<file path="src/bcast_pkg.sv">
// Shared constants and types for the broadcast retransmission master.
// Assumes a single 40 MHz clock domain and an external UART that takes one byte at a time.
package bcast_pkg;
	localparam int unsigned CLK_HZ = 40000000;
	localparam int unsigned CYCLE_MS = 250;
	localparam int unsigned CYCLE_CLKS = CLK_HZ / 1000 * CYCLE_MS;
	localparam int unsigned QUIET_S = 30;
	localparam int unsigned QUIET_CLKS = CLK_HZ * QUIET_S;
	localparam int unsigned GAP_CLKS = 3646;
	localparam logic [7:0] BCAST_ADDR = 8'h00;
	localparam logic [7:0] FUNC_WRITE_SINGLE = 8'h06;
	localparam logic [15:0] REG_ADDR_MIN = 16'h0001;
	localparam logic [15:0] REG_ADDR_MAX = 16'h270F;
	localparam logic [15:0] REG_ADDR_RESET = 16'h0001;
	localparam logic [15:0] CRC_INIT = 16'hFFFF;
	localparam logic [15:0] CRC_POLY = 16'hA001;
	localparam int unsigned FRAME_BYTES = 8;
	localparam logic [2:0] LAST_BYTE = 3'h7;

	typedef enum logic [1:0] {
		SRC_SETPOINT = 2'h0,
		SRC_PROCESS = 2'h1,
		SRC_OUTPUT = 2'h2,
		SRC_ERROR = 2'h3
	} source_t;

	typedef enum logic [3:0] {
		ST_IDLE = 4'b0001,
		ST_LOAD = 4'b0010,
		ST_SEND = 4'b0100,
		ST_GAP = 4'b1000
	} state_t;
endpackage

</file>
<file path="src/crc_if.sv">
// Carrier between the framer and its checksum engine.
// Assumes both ends share one clock.
interface crc_if;
	logic clear;
	logic feed;
	logic [7:0] data;
	logic [15:0] crc;
	modport engine (input clear, input feed, input data, output crc);
	modport user (output clear, output feed, output data, input crc);
endinterface

</file>
<file path="src/bcast_crc.sv">
// Frame check engine for the serial field link, one byte per cycle.
// Assumes the user clears it before the first byte of every frame.
module bcast_crc import bcast_pkg::*; (
	input wire logic clk,
	input wire logic rstn,
	crc_if.engine port
);
	logic [15:0] crc_reg;
	logic [15:0] crc_next;

	function automatic logic [15:0] crc_byte(input logic [15:0] c, input logic [7:0] d);
		logic [15:0] r;
		r = c ^ {8'h00, d};
		for (int i = 0; i < 8; i++) begin
			r = r[0] ? ((r >> 1) ^ CRC_POLY) : (r >> 1);
		end
		return r;
	endfunction

	always_comb begin
		crc_next = crc_reg;
		if (port.clear) begin
			crc_next = CRC_INIT;
		end else if (port.feed) begin
			crc_next = crc_byte(crc_reg, port.data);
		end
	end

	always_ff @(posedge clk or negedge rstn) begin
		if (!rstn) begin
			crc_reg <= CRC_INIT;
		end else begin
			crc_reg <= crc_next;
		end
	end

	assign port.crc = crc_reg;
endmodule // bcast_crc

</file>
<file path="src/bcast_master.sv">
// Broadcast retransmission master: frames one selected quantity as a write-single-register
// broadcast once per control cycle and hands the bytes to an external UART.
// Assumes the UART accepts a byte when tx_valid and tx_ready are both high.
//
// Summary of operation
// - Field link frames follow RTU framing rules.
// - Config port and field port never concurrently; code only holds off new frames, a frame under way still runs to its end.
// - Value sent as scaled integer, no point.
// - Broadcasts use write single register function.
// - Target register address configurable 1 to 9999.
// - No reply awaited; slaves stay silent.
// - Select setpoint, process, output or error.
// - Valid external master request stops broadcasts; code takes any rising edge of master_request held for two clocks and only holds off new frames.
// - Every parameter has its own distinct address.
// - Send selected value once every control cycle.
// - Resume thirty seconds after master goes quiet.
// - Value encoded as signed sixteen-bit integer.
module bcast_master import bcast_pkg::*; #(
	parameter int unsigned CYCLE_COUNT = CYCLE_CLKS,
	parameter int unsigned QUIET_COUNT = QUIET_CLKS,
	parameter int unsigned GAP_COUNT = GAP_CLKS
) (
	input wire logic clk,
	input wire logic rstn,
	input wire logic enable,
	input wire logic [1:0] source_sel,
	input wire logic [15:0] reg_addr,
	input wire logic signed [15:0] target_setpoint,
	input wire logic signed [15:0] process_value,
	input wire logic signed [15:0] output_demand,
	input wire logic signed [15:0] control_error,
	input wire logic master_request,
	input wire logic config_active,
	input wire logic tx_ready,
	output logic tx_valid,
	output logic [7:0] tx_data,
	output logic field_active,
	output logic inhibited,
	output logic addr_error
);
	// A whole frame must fit inside one control cycle, so very short cycles are refused here.
	if (CYCLE_COUNT < 64 || QUIET_COUNT < 1 || GAP_COUNT < 1) begin : g_bad_counts
		$error("bcast_master: counts too small");
	end

	crc_if crc_bus();
	bcast_crc u_crc (
		.clk(clk),
		.rstn(rstn),
		.port(crc_bus.engine)
	);

	// =====================================================================
	// Input synchronisers for pin-level signals
	// =====================================================================
	logic [2:0] req_sync_reg, req_sync_next;
	logic [2:0] cfg_sync_reg, cfg_sync_next;
	logic req_level_reg, req_level_next;
	logic cfg_level_reg, cfg_level_next;
	logic req_seen;

	always_comb begin
		req_sync_next = {req_sync_reg[1:0], master_request};
		cfg_sync_next = {cfg_sync_reg[1:0], config_active};
		req_level_next = req_level_reg;
		cfg_level_next = cfg_level_reg;
		if (req_sync_reg[1] == req_sync_reg[2]) begin
			req_level_next = req_sync_reg[2];
		end
		if (cfg_sync_reg[1] == cfg_sync_reg[2]) begin
			cfg_level_next = cfg_sync_reg[2];
		end
	end

	assign req_seen = req_level_next & ~req_level_reg;

	always_ff @(posedge clk or negedge rstn) begin
		if (!rstn) begin
			req_sync_reg <= 3'h0;
			cfg_sync_reg <= 3'h0;
			req_level_reg <= 1'b0;
			cfg_level_reg <= 1'b0;
		end else begin
			req_sync_reg <= req_sync_next;
			cfg_sync_reg <= cfg_sync_next;
			req_level_reg <= req_level_next;
			cfg_level_reg <= cfg_level_next;
		end
	end

	// =====================================================================
	// Inhibit timer and cycle timer
	// =====================================================================
	logic [31:0] quiet_reg, quiet_next;
	logic [31:0] cycle_reg, cycle_next;
	logic inhibit_reg, inhibit_next;
	logic tick;

	assign tick = (cycle_reg == 32'(CYCLE_COUNT - 1));

	always_comb begin
		quiet_next = quiet_reg;
		inhibit_next = inhibit_reg;
		cycle_next = tick ? 32'h0 : cycle_reg + 32'h1;
		if (req_seen) begin
			inhibit_next = 1'b1;
			quiet_next = 32'h0;
		end else if (inhibit_reg) begin
			if (quiet_reg == 32'(QUIET_COUNT - 1)) begin
				inhibit_next = 1'b0;
			end else begin
				quiet_next = quiet_reg + 32'h1;
			end
		end
	end

	always_ff @(posedge clk or negedge rstn) begin
		if (!rstn) begin
			quiet_reg <= 32'h0;
			cycle_reg <= 32'h0;
			inhibit_reg <= 1'b0;
		end else begin
			quiet_reg <= quiet_next;
			cycle_reg <= cycle_next;
			inhibit_reg <= inhibit_next;
		end
	end

	// =====================================================================
	// Frame sequencer
	// =====================================================================
	state_t state_reg, state_next;
	logic [7:0] frame_reg [0:5];
	logic [7:0] frame_next [0:5];
	logic [2:0] idx_reg, idx_next;
	logic [31:0] gap_reg, gap_next;
	logic tx_valid_reg, tx_valid_next;
	logic [7:0] tx_data_reg, tx_data_next;
	logic addr_ok;
	logic go;
	logic signed [15:0] value;

	// Out-of-range addresses are refused rather than clipped, so no stray register is hit.
	assign addr_ok = (reg_addr >= REG_ADDR_MIN) && (reg_addr <= REG_ADDR_MAX);
	assign go = tick && enable && !inhibit_reg && !cfg_level_reg && addr_ok;

	always_comb begin
		case (source_t'(source_sel))
			SRC_SETPOINT: value = target_setpoint;
			SRC_PROCESS: value = process_value;
			SRC_OUTPUT: value = output_demand;
			SRC_ERROR: value = control_error;
			default: value = target_setpoint;
		endcase
	end

	always_comb begin
		state_next = state_reg;
		frame_next = frame_reg;
		idx_next = idx_reg;
		gap_next = gap_reg;
		tx_valid_next = tx_valid_reg;
		tx_data_next = tx_data_reg;
		crc_bus.clear = 1'b0;
		crc_bus.feed = 1'b0;
		crc_bus.data = tx_data_reg;
		case (state_reg)
			ST_IDLE: begin
				if (go) begin
					frame_next[0] = BCAST_ADDR;
					frame_next[1] = FUNC_WRITE_SINGLE;
					// Protocol register numbers are one-based; the wire carries them less one.
					frame_next[2] = 8'(16'(reg_addr - 16'h1) >> 8);
					frame_next[3] = 8'(reg_addr - 16'h1);
					frame_next[4] = value[15:8];
					frame_next[5] = value[7:0];
					crc_bus.clear = 1'b1;
					idx_next = 3'h0;
					state_next = ST_LOAD;
				end
			end
			ST_LOAD: begin
				tx_data_next = (idx_reg < 3'h6) ? frame_reg[idx_reg] :
					(idx_reg == 3'h6 ? crc_bus.crc[7:0] : crc_bus.crc[15:8]);
				tx_valid_next = 1'b1;
				state_next = ST_SEND;
			end
			ST_SEND: begin
				if (tx_ready) begin
					tx_valid_next = 1'b0;
					crc_bus.feed = (idx_reg < 3'h6);
					if (idx_reg == LAST_BYTE) begin
						gap_next = 32'h0;
						state_next = ST_GAP;
					end else begin
						idx_next = idx_reg + 3'h1;
						state_next = ST_LOAD;
					end
				end
			end
			ST_GAP: begin
				// Silent interval ends the frame; no reply is listened for.
				if (gap_reg == 32'(GAP_COUNT - 1)) begin
					state_next = ST_IDLE;
				end else begin
					gap_next = gap_reg + 32'h1;
				end
			end
			default: state_next = ST_IDLE;
		endcase
	end

	always_ff @(posedge clk or negedge rstn) begin
		if (!rstn) begin
			state_reg <= ST_IDLE;
			for (int i = 0; i < 6; i++) begin
				frame_reg[i] <= 8'h00;
			end
			idx_reg <= 3'h0;
			gap_reg <= 32'h0;
			tx_valid_reg <= 1'b0;
			tx_data_reg <= 8'h00;
		end else begin
			state_reg <= state_next;
			frame_reg <= frame_next;
			idx_reg <= idx_next;
			gap_reg <= gap_next;
			tx_valid_reg <= tx_valid_next;
			tx_data_reg <= tx_data_next;
		end
	end

	// =====================================================================
	// Registered status outputs
	// =====================================================================
	logic field_reg, inh_out_reg, addr_err_reg;

	always_ff @(posedge clk or negedge rstn) begin
		if (!rstn) begin
			field_reg <= 1'b0;
			inh_out_reg <= 1'b0;
			addr_err_reg <= 1'b0;
		end else begin
			field_reg <= !cfg_level_reg;
			inh_out_reg <= inhibit_reg;
			addr_err_reg <= !addr_ok;
		end
	end

	assign tx_valid = tx_valid_reg;
	assign tx_data = tx_data_reg;
	assign field_active = field_reg;
	assign inhibited = inh_out_reg;
	assign addr_error = addr_err_reg;
endmodule // bcast_master

</file>
<file path="config.mk">
export PLATFORM = sky130hd
export DESIGN_NAME = bcast_master
export DESIGN_NICKNAME = d
export VERILOG_FILES = /design/src/bcast_pkg.sv /design/src/crc_if.sv /design/src/bcast_crc.sv /design/src/bcast_master.sv
export SDC_FILE = /design/constraint.sdc
export NUM_CORES = 1
export LEC_CHECK = 0
export ABC_CLOCK_PERIOD_IN_PS = 2800
export BUFFER_PORTS_ARGS = -buffer_cell sky130_fd_sc_hd__buf_2
export CORE_ASPECT_RATIO = 1.1
export CORE_MARGIN = 2
export CORE_UTILIZATION = 39
export DETAILED_ROUTE_END_ITERATION = 8
export GPL_TIMING_DRIVEN = 0
export PLACE_DENSITY = 0.65
export SYNTH_ARGS = -nofsm -noshare
export SYNTH_HDL_FRONTEND = slang
export SYNTH_HIERARCHICAL = 1
export SYNTH_SLANG_ARGS = --single-unit
export TNS_END_PERCENT = 50
</file>
<file path="constraint.sdc">
create_clock -name clk -period 2.8 [get_ports clk]
set_clock_uncertainty 0.1 [all_clocks]
set_input_delay 0 -clock clk [delete_from_list [all_inputs] [get_ports clk]]
set_output_delay 0 -clock clk [all_outputs]
set_load 0.005 [all_outputs]
</file>
* Word-level counts from Yosys, hierarchy flattened
Cells that the tools add are included.
** Word-level totals
- Word-level logic and storage cells :: 126
- Bits in registers :: 173
- Input bits :: 88
** Cells by class
- Mux-type cells :: 43
- Reductions and logical operators :: 20
- Bitwise operators :: 12
- $lt $le $gt $ge :: 4
- Equal/unequal tests :: 21
- $add $sub $neg :: 5
** Operator list (number)
- $mux 32 :: 7
- $mux 16 :: 10
- $add 32x1->32 const B :: 3
- $pmux 16 s4 :: 1
- $pmux 32 s2 :: 1
- $eq 32x12->1 const B :: 1
- $eq 32x24->1 const B :: 1
- $eq 32x31->1 const B :: 1
- $mux 8 :: 4
- $bmux 8 s3 :: 1
- $not 2->3 :: 8
- $ge 16x1->1 const B :: 1
- $le 16x14->1 const B :: 1
- $mux 4 :: 4
- $pmux 4 s4 :: 1
- $sub 16x1->16 const B :: 1
- $xor 16x8->16 :: 1
- $ne 2x2->1 const B :: 7
- $reduce_bool 2->1 :: 5
- $mux 1 :: 9
- $mux 3 :: 3
- $reduce_and 4->1 :: 2
- $eq 3x3->1 const B :: 2
- $pmux 3 s2 :: 1
- other kinds (19) :: 29

* Logic depth before layout (Yosys ltp)
Gate-level depths: netlist (run 1).
- Depth after elaboration :: 19
- Mapped depth :: 10
- Depth with buffers taken out :: 9

* Hierarchy
The synthesis (run 1) kept the hierarchy.
** By module, submodules not included
- bcast_master :: instances 1, cells each 818, area each 8439.3 um^2, sequential area each 3930.0 um^2
- bcast_crc :: instances 1, cells each 87, area each 910.9 um^2, sequential area each 420.4 um^2

* Least setup slack after synthesis (run 1)
No wires, ideal clock.
- Path type :: flip-flop to flip-flop
- Start point :: register gap_reg[0]
- End point :: register gap_reg[28]
- Buffers on the path :: 1
- Stages on the path, launching flop included :: 8
- Library setup time :: 78 ps
- Data arrival time :: 2156 ps
- Clock period less this slack :: 2334 ps
- Path slack :: 466 ps
- Path through :: dfrtp_1 > ha_1 > nand4_1 > or3_1 > or3_1 > clkbuf_1 > or4_1 > a21oi_1
** Between the ends
- Cells in the longest elaborated chain, start to end :: 3
- Elaborated cells between the ends (all ways) :: 6
- Classes of those cells :: 1 x add/sub; 2 x eq/ne; 2 x mux; 1 x reduce/logical
** Ends and longest elaborated chain
- start, declared :: line bcast_master.sv:136 : logic [31:0] gap_reg, gap_next;
- start signal, assigned :: line bcast_master.sv:227 : gap_reg <= gap_next;
- $add 32x1->32 / $eq 32x12->1 (equally long branches) :: line bcast_master.sv:206, bcast_master.sv:203
- $mux 32 / $ne 2x2->1 (equally long branches)
- $pmux 32 s2 / $reduce_and 4->1 (equally long branches)
Parallel ways exist; a longest one is shown, timed or not. The select of a mux whose other input is x is not followed.
A chain may end at the register's enable or synchronous reset.

* Worst setup path in the final report (run 1)
- Start point :: register state_reg[1]
- End point :: register gap_reg[30]
** Between the ends
- Cells in the longest elaborated chain, start to end :: 3
- Elaborated cells between the ends (all ways) :: 8
- Classes of those cells :: 5 x eq/ne; 1 x mux; 2 x reduce/logical
** Ends and longest elaborated chain
- start, declared :: line bcast_master.sv:132 : state_t state_reg, state_next;
- start signal, assigned :: line bcast_master.sv:224 : state_reg <= state_next;
- $eq 4x4->1 / $eq 4x3->1 (equally long branches) :: line bcast_master.sv:167 : case (state_reg)
- $ne 2x2->1 (no source line) / $reduce_bool 2->1 (equally long branches)
- $reduce_and 4->1 (no source line)
Parallel ways exist; a longest one is shown, timed or not.

==> impl_metrics.env, run 1 <==
export IMPL_status="finished clean"
export IMPL_period_share=0.945
export IMPL_count_of_flip_flops_with_a_built_in_enable_after_synthesis=0
export IMPL_setup_violations=0
export IMPL_fp_dieH_um=166
export IMPL_required_ps=3040
export IMPL_path_delay_family="simple AND/OR/NAND/NOR gates"
export IMPL_fmax_mhz=378
export IMPL_cellPowerDensity_nw_per_um2=472
export IMPL_worst_hold_path_type="in -> async"
export IMPL_drt_pre_antenna_iters=4
export IMPL_initial_core_utilization=0.396
export IMPL_number_of_global_route_vias_before_repair=7637
export IMPL_placement_cell_area_sq_um=10300
export IMPL_htree_depth=4
export IMPL_post_drt_wl_per_cell_um=15.8
export IMPL_nets=1176
export IMPL_async_reset_ff_frac=1.00
export IMPL_layout_cells_non_filler=1397
export IMPL_critical_path_cell_chain="or4b_1 -> o21ai_2 -> nand3_2 -> buf_2 -> or4_1 -> a21oi_1"
export IMPL_placement_io_buffers=97
export IMPL_core_region_area_sq_um=23600
export IMPL_syn_area_per_cell_sq_um=10.3
export IMPL_max_slew_worst_pin_slew_ps=843
export IMPL_cp_arrival_ps=2890
export IMPL_final_hold_worst_slack_ps=97.2
export IMPL_yosysSeqAreaShare=0.465
export IMPL_route_detailed_drc=0
export IMPL_place_gp_congestion=0.868
export IMPL_slew_headroom=0.438
export IMPL_crit_buf_inv=1
export IMPL_cts_root_buf="clkbuf_16"
export IMPL_drt_antenna_net_count=0
export IMPL_design_area_sq_um=11400
export IMPL_worst_skew_pair_late_latency_ps=430
export IMPL_detail_route_wirelength_mm=22.0
export IMPL_ys_seq_elements=173
export IMPL_critical_path_max_stage_delay_ps=640
export IMPL_crit_slowest_cell="or4b_1"
export IMPL_fillerInstances=2197
export IMPL_fraction_of_final_layout_cells_sized_beyond_drive_strength_1=0.233
export IMPL_vdd_drop_max_uv=402
export IMPL_grt_remaining_overflow=0
export IMPL_rsz0062_at_grt="true"
export IMPL_mostFrequentLayoutCell="dfrtp_1"
export IMPL_synth_cell_types=67
export IMPL_grt_util_all_layers=0.182
export IMPL_place_hpwl_mm=15.4
export IMPL_pre_cts_slack_ps=-132
export IMPL_finalHoldViolations=0
export IMPL_timing_max_transition_violations_final=0
export IMPL_wire_length_of_the_first_global_routing_pass_mm=37.1
export IMPL_via_count_of_the_routed_design=7540
export IMPL_synth_nets=1002
export IMPL_total_inserted_antenna_cells=0
export IMPL_clock_tree_buffer_depth=2
export IMPL_finalPower_uw=5380
export IMPL_worstSetupPathType="reg -> reg"
export IMPL_grt_max_degree=111
export IMPL_area_growth_synth_to_final_pct=22.0
export IMPL_dp_cells=1308
export IMPL_die_w_um=152
export IMPL_timing_critical_path_from_type="flip-flop"
export IMPL_yosysWarnings=6
export IMPL_drc_violation_total_after_the_first_tritonroute_iteration=333
export IMPL_leakage_uw=0.00498
export IMPL_leading_cell_types_in_the_layout_fill_and_taps_excluded="156 x dfrtp_1, 103 x buf_2, 67 x nor2_1"
export IMPL_std_cell_rows=59
export IMPL_largest_register_ff_count=33
export IMPL_cp_max_fo=10
export IMPL_clkSlewWorstSetupHoldPaths_ps=70
export IMPL_setup_slack_ps=154
export IMPL_die_area_sq_um=25200
export IMPL_tritoncts="done"
export IMPL_end_kind="flip-flop"
export IMPL_synthFlopType="dfrtp_1"
export IMPL_cts_sink_count=173
export IMPL_antenna_found_initial=0
export IMPL_cts_inserted_buffers=17
export IMPL_cell_count_after_synthesis=905
export IMPL_post_synth_instance_area_sq_um=9350
export IMPL_finalWorstPathRequiredPeriod_ps=2650
export IMPL_drv_max_cap_violation_count=0
export IMPL_design_portCount=100
export IMPL_avg_vias_per_cell=5.40
[worst paths after layout]
path | cells past startpoint | to | slack, ps | startpoint
max reg2reg | 6 | gap_reg[30] | 150 | state_reg[1]
min | 2 | tx_data[5] | 100 | rstn
max | 6 | gap_reg[30] | 150 | state_reg[1]
max in group asynchronous | 3 | u_crc/port.crc[0] | 1730 | rstn
min in group clk | 4 | frame_reg[19] | 110 | reg_addr[1]
min reg2reg | 0 | req_sync_reg[1] | 250 | req_sync_reg[0]
[synthesized netlist by cell type (4+ instances only)]
cell / count / share of area
nor4b_1: 8 / 0.0075
nand3_1: 48 / 0.026
and4_1: 8 / 0.0075
or3_1: 27 / 0.018
o211ai_1: 6 / 0.0048
nor2_1: 67 / 0.027
buf_2: 7 / 0.0037
xnor2_1: 33 / 0.031
nand2b_1: 4 / 0.0027
nand4_1: 25 / 0.017
mux4_2: 16 / 0.039
o31ai_1: 20 / 0.016
or4_1: 24 / 0.019
clkbuf_1: 32 / 0.013
and3_1: 14 / 0.0094
o41ai_1: 4 / 0.0037
or2_1: 7 / 0.0047
dfstp_2: 17 / 0.048
nor3_1: 15 / 0.0080
a21o_1: 4 / 0.0032
a211o_1: 5 / 0.0047
xor2_1: 37 / 0.035
a21oi_1: 45 / 0.024
nor4bb_1: 4 / 0.0043
nor4_1: 18 / 0.012
dfrtp_1: 156 / 0.42
mux2_2: 51 / 0.061
nand2_1: 61 / 0.024
o21ai_0: 46 / 0.025
inv_1: 21 / 0.0084
a22oi_1: 7 / 0.0056
nor2b_1: 6 / 0.0040
nor3b_1: 4 / 0.0032
ha_1: 9 / 0.012
[worst reg2reg max path, stage by stage (launching register included)]
cell	delay (ps)
dfrtp_1	460
or4b_1	640
o21ai_2	290
nand3_2	190
buf_2	220
or4_1	480
a21oi_1	180
[cells by family (layout without fill, tap and decap cells)]
| family | Yosys count | after routing | share of synthesized area |
|---|---|---|---|
| buffers and inverters | 64 | 251 | 0.0282 |
| xor gates and xnor gates | 73 | 73 | 0.0716 |
| AOI/OAI and AO/OA | 156 | 156 | 0.107 |
| DFF | 173 | 173 | 0.465 |
| and+or+nand+nor | 358 | 358 | 0.211 |
| muxes | 70 | 70 | 0.103 |
| adders and majority gates | 11 | 11 | 0.0142 |
[cell type report]
type / count / area [sq um] / share of cell area
Buffer: 43 / 193 / 0.0169
Sequential cell: 173 / 4350 / 0.381
Inverter: 21 / 78.8 / 0.00691
Tap cell: 305 / 382 / 0.0335
Clock buffer: 18 / 429 / 0.0376
Timing Repair Buffer: 155 / 1090 / 0.0954
Clock inverter: 14 / 109 / 0.00954
Multi-Input combinational cell: 668 / 4780 / 0.419
[timing repair]
action / in CTS / in global routing
hold buffers: 55 / 0
gates resized for setup: 2 / 14
buffers inserted: 0 / 2
setup endpoints to repair: 16 / 29
pin swaps: 0 / 1
hold endpoints to repair: 143 / 0
[per-layer routing]
layer / routed length (um) / track usage / share of wire
met5: 0 / 0 / 0
met1: 9780 / 0.233 / 0.44
met2: 11200 / 0.316 / 0.51
met3: 720 / 0.0346 / 0.033
met4: 280 / 0.0431 / 0.013
[through the flow]
| stage | utilization | setup TNS, ps |
|---|---|---|
| 6_report | 0.483 | 0 |
| 5_1_grt | 0.483 | 0 |
| 4_1_cts | 0.481 | 0 |
| 3_5_place_dp | 0.434 | -1290 |
| 3_3_place_gp | 0.433 | -180350 |
| 2_1_floorplan | - | 0 |
[power by group]
group	switching, uW	internal [uW]	leakage (uW)
Sequential	64.9	2580	0.00222
Combinational	268	286	0.00250
Clock	1030	1150	0.000257
Note: power is estimated with default switching activity, not from simulation.
==> inputs of run 2 (changes only) <==
--- a/config.mk
+++ b/config.mk
@@ -5,6 +5,7 @@
 export SDC_FILE = /design/constraint.sdc
 export NUM_CORES = 1
 export LEC_CHECK = 0
+export ABC_AREA = 1
 export ABC_CLOCK_PERIOD_IN_PS = 2800
 export BUFFER_PORTS_ARGS = -buffer_cell sky130_fd_sc_hd__buf_2
 export CORE_ASPECT_RATIO = 1.1
@@ -12,7 +13,7 @@
 export CORE_UTILIZATION = 39
 export DETAILED_ROUTE_END_ITERATION = 8
 export GPL_TIMING_DRIVEN = 0
-export PLACE_DENSITY = 0.65
+export PLACE_DENSITY = 0.64
 export SYNTH_ARGS = -nofsm -noshare
 export SYNTH_HDL_FRONTEND = slang
 export SYNTH_HIERARCHICAL = 1
==> run 2 against run 1 <==
  * Setup slack improved by 15 ps
  * Total power up 1.7%
  * Largest cell class unchanged
  * Global-route usage increased by 2.9 points
  * Cell area rose by 14%
  * First-iteration DRC count increased by 110%
  * Fmax increased by 0.57%
  * Synthesized cell count rose by 73%
  * Critical endpoint is now frame_reg[21]
  * Register-to-register slack hardly changed
  * Critical path type unchanged
  * Highest routed layer unchanged
  * Cell count rose by 51%
==> impl_metrics.env, run 2 <==
export IMPL_synthFlopType="dfrtp_1"
export IMPL_worst_hold_path_type="in -> reg"
export IMPL_detail_route_wirelength_mm=29.5
export IMPL_finalPower_uw=5470
export IMPL_fp_dieH_um=179
export IMPL_synthMostInstantiatedCell="nand2_1"
export IMPL_cts_inserted_buffers=17
export IMPL_clock_tree_buffer_depth=2
export IMPL_yosys_area_top_type_share=0.359
export IMPL_route_detailed_drc=0
export IMPL_critical_path_cell_chain="ha_1 -> nand3_2 -> nor3_4 -> nand4_1 -> nor3_4 -> buf_2 -> nand3_1 -> nand2_1 -> inv_1"
export IMPL_cts_post_setup_buffers_inserted=0
export IMPL_crit_slowest_cell="dfrtp_1"
export IMPL_placement_cell_area_sq_um=11900
export IMPL_post_synth_instance_area_sq_um=10900
export IMPL_yosys_top_cells_area="dfrtp_1 36%, nand2_1 14%, nor2_1 7.2%"
export IMPL_required_ps=3030
export IMPL_grt_util_all_layers=0.211
export IMPL_end_kind="flip-flop"
export IMPL_async_reset_ff_frac=1.00
export IMPL_via_count_of_the_routed_design=10700
export IMPL_initial_core_utilization=0.394
export IMPL_synth_nets=1660
export IMPL_period_share=0.940
export IMPL_cts_sink_count=173
export IMPL_worst_skew_pair_late_latency_ps=430
export IMPL_hold_path_cell_count=7
export IMPL_design_portCount=100
export IMPL_fmax_mhz=380
export IMPL_count_of_flip_flops_with_a_built_in_enable_after_synthesis=0
export IMPL_yosysWarnings=6
export IMPL_wire_length_of_the_first_global_routing_pass_mm=50.0
export IMPL_mostFrequentLayoutCell="nand2_1"
export IMPL_grt_remaining_overflow=0
export IMPL_htree_depth=4
export IMPL_cellPowerDensity_nw_per_um2=419
export IMPL_slew_headroom=0.462
export IMPL_timing_critical_path_from_type="flip-flop"
export IMPL_design_area_sq_um=13000
export IMPL_vdd_drop_max_uv=434
export IMPL_clkSlewWorstSetupHoldPaths_ps=60
export IMPL_avg_vias_per_cell=5.05
export IMPL_leakage_uw=0.00620
export IMPL_status="finished clean"
export IMPL_largest_register_ff_count=33
export IMPL_std_cell_rows=64
export IMPL_syn_area_per_cell_sq_um=6.96
export IMPL_area_growth_synth_to_final_pct=19.8
export IMPL_drv_max_cap_violation_count=0
export IMPL_cell_count_after_synthesis=1563
export IMPL_core_region_area_sq_um=27600
export IMPL_synth_cell_types=47
export IMPL_critical_path_top_cell_by_count="nor3_4"
export IMPL_fraction_of_final_layout_cells_sized_beyond_drive_strength_1=0.118
export IMPL_final_core_utilization=0.472
export IMPL_total_inserted_antenna_cells=0
export IMPL_setup_violations=0
export IMPL_post_drt_wl_per_cell_um=14.0
export IMPL_drc_violation_total_after_the_first_tritonroute_iteration=707
export IMPL_drt_pre_antenna_iters=5
export IMPL_rsz0062_at_grt="true"
export IMPL_synth_top_cell_by_area="dfrtp_1"
export IMPL_ff2ff_path_depth=9
export IMPL_cp_max_fo=10
export IMPL_ys_seq_elements=173
export IMPL_yosysSeqAreaShare=0.400
export IMPL_die_area_sq_um=29300
export IMPL_die_w_um=163
export IMPL_finalWorstPathRequiredPeriod_ps=2630
export IMPL_final_hold_worst_slack_ps=42.4
export IMPL_drt_antenna_net_count=0
export IMPL_grt_max_degree=108
export IMPL_nets=1834
export IMPL_max_slew_worst_pin_slew_ps=807
export IMPL_place_gp_congestion=0.953
export IMPL_timing_max_transition_violations_final=0
export IMPL_worstSetupPathType="reg -> reg"
export IMPL_antenna_found_initial=0
export IMPL_number_of_global_route_vias_before_repair=10600
export IMPL_tritoncts="done"
export IMPL_placement_io_buffers=98
export IMPL_synth_top_cells_by_count="412 x nand2_1, 210 x nor2_1, 203 x inv_1"
export IMPL_place_hpwl_mm=22.0
export IMPL_leading_cell_types_in_the_layout_fill_and_taps_excluded="412 x nand2_1, 208 x nor2_1, 203 x inv_1"
export IMPL_finalHoldViolations=0
export IMPL_cts_root_buf="clkbuf_16"
export IMPL_critical_path_max_stage_delay_ps=440
export IMPL_cp_arrival_ps=2860
run 2: cell count changes after synthesis, sizes merged, moves of 21 or more:
cell	delta
nand2	+358
inv	+190
nor2	+145
nand3	+78
mux2	-51
nor3	+43
o21ai	+41
or3	-28
or4	-25
o31ai	-22
xnor2	-21
run 2: power by group:
group          switching, uW  leakage, uW  internal, uW  total (uW)
logic                    232      0.00378           192         424
clock network           1020     0.000286          1450        2470
registers               37.1      0.00214          2540        2570
total                   1290      0.00620          4180        5470
run 2: repair_timing:
| action | in CTS | in global routing |
|---|---|---|
| resized for setup | 0 | 3 |
| endpoints found under the setup margin | 0 | 22 |
| hold endpoints to repair | 143 | 0 |
| hold buffers | 57 | 0 |
run 2: per-stage QoR:
step	TNS [ps]	worst slack, ps	cells
6_report	0	169	2111
5_1_grt	-4.84	-4.84	2111
3_3_place_gp	-183270	-1180	2024
2_1_floorplan	0	745	1563
3_5_place_dp	0	74.2	2025
4_1_cts	0	57.3	2112
run 2: cells by family (layout without fill, tap and decap cells):
family                     after synthesis  count (layout)  synth area share
adders and majority gates               11              11            0.0122
xor gates and xnor gates                60              60            0.0497
and+or+nand+nor                        893             893             0.356
buffers and inverters                  253             438            0.0925
DFF                                    173             173             0.400
AOI/OAI and AO/OA                      173             173            0.0897
run 2: layout make-up:
class | count | area [sq um]
inverters | 213 | 800
fillers | 2821 | 14600
clock inverters | 9 | 136
well taps | 363 | 454
clock buffers | 21 | 460
repair buffers | 156 | 1100
plain buffers | 39 | 204
multi-input cells | 1137 | 5530
flip-flops and latches | 173 | 4350
run 2: path summary, 6_finish.rpt:
check / from / to / slack, ps
max reg2reg: cycle_reg[0] / frame_reg[21] / 170
min reg2reg: cfg_sync_reg[0] / cfg_sync_reg[1] / 250
max: cycle_reg[0] / frame_reg[21] / 170
min: reg_addr[14] / frame_reg[30] / 40
min in group asynchronous: rstn / cycle_reg[23] / 120
max in group asynchronous: rstn / state_reg[0] / 1640
run 2: critical path: cells and delay by family, from the launching register on:
family	cells	cell delay [ps]
buffers and inverters	2	320
and+or+nand+nor	6	1400
adders and majority gates	1	280
DFF	1	440
run 2: routing by layer:
metal	vias up	global-route usage	routed length (um)
met1	4904	0.259	12900
met3	78	0.0273	1220
met4	0	0.0988	1130
met5	-	0	0
met2	305	0.367	14200
li1	5377	-	-
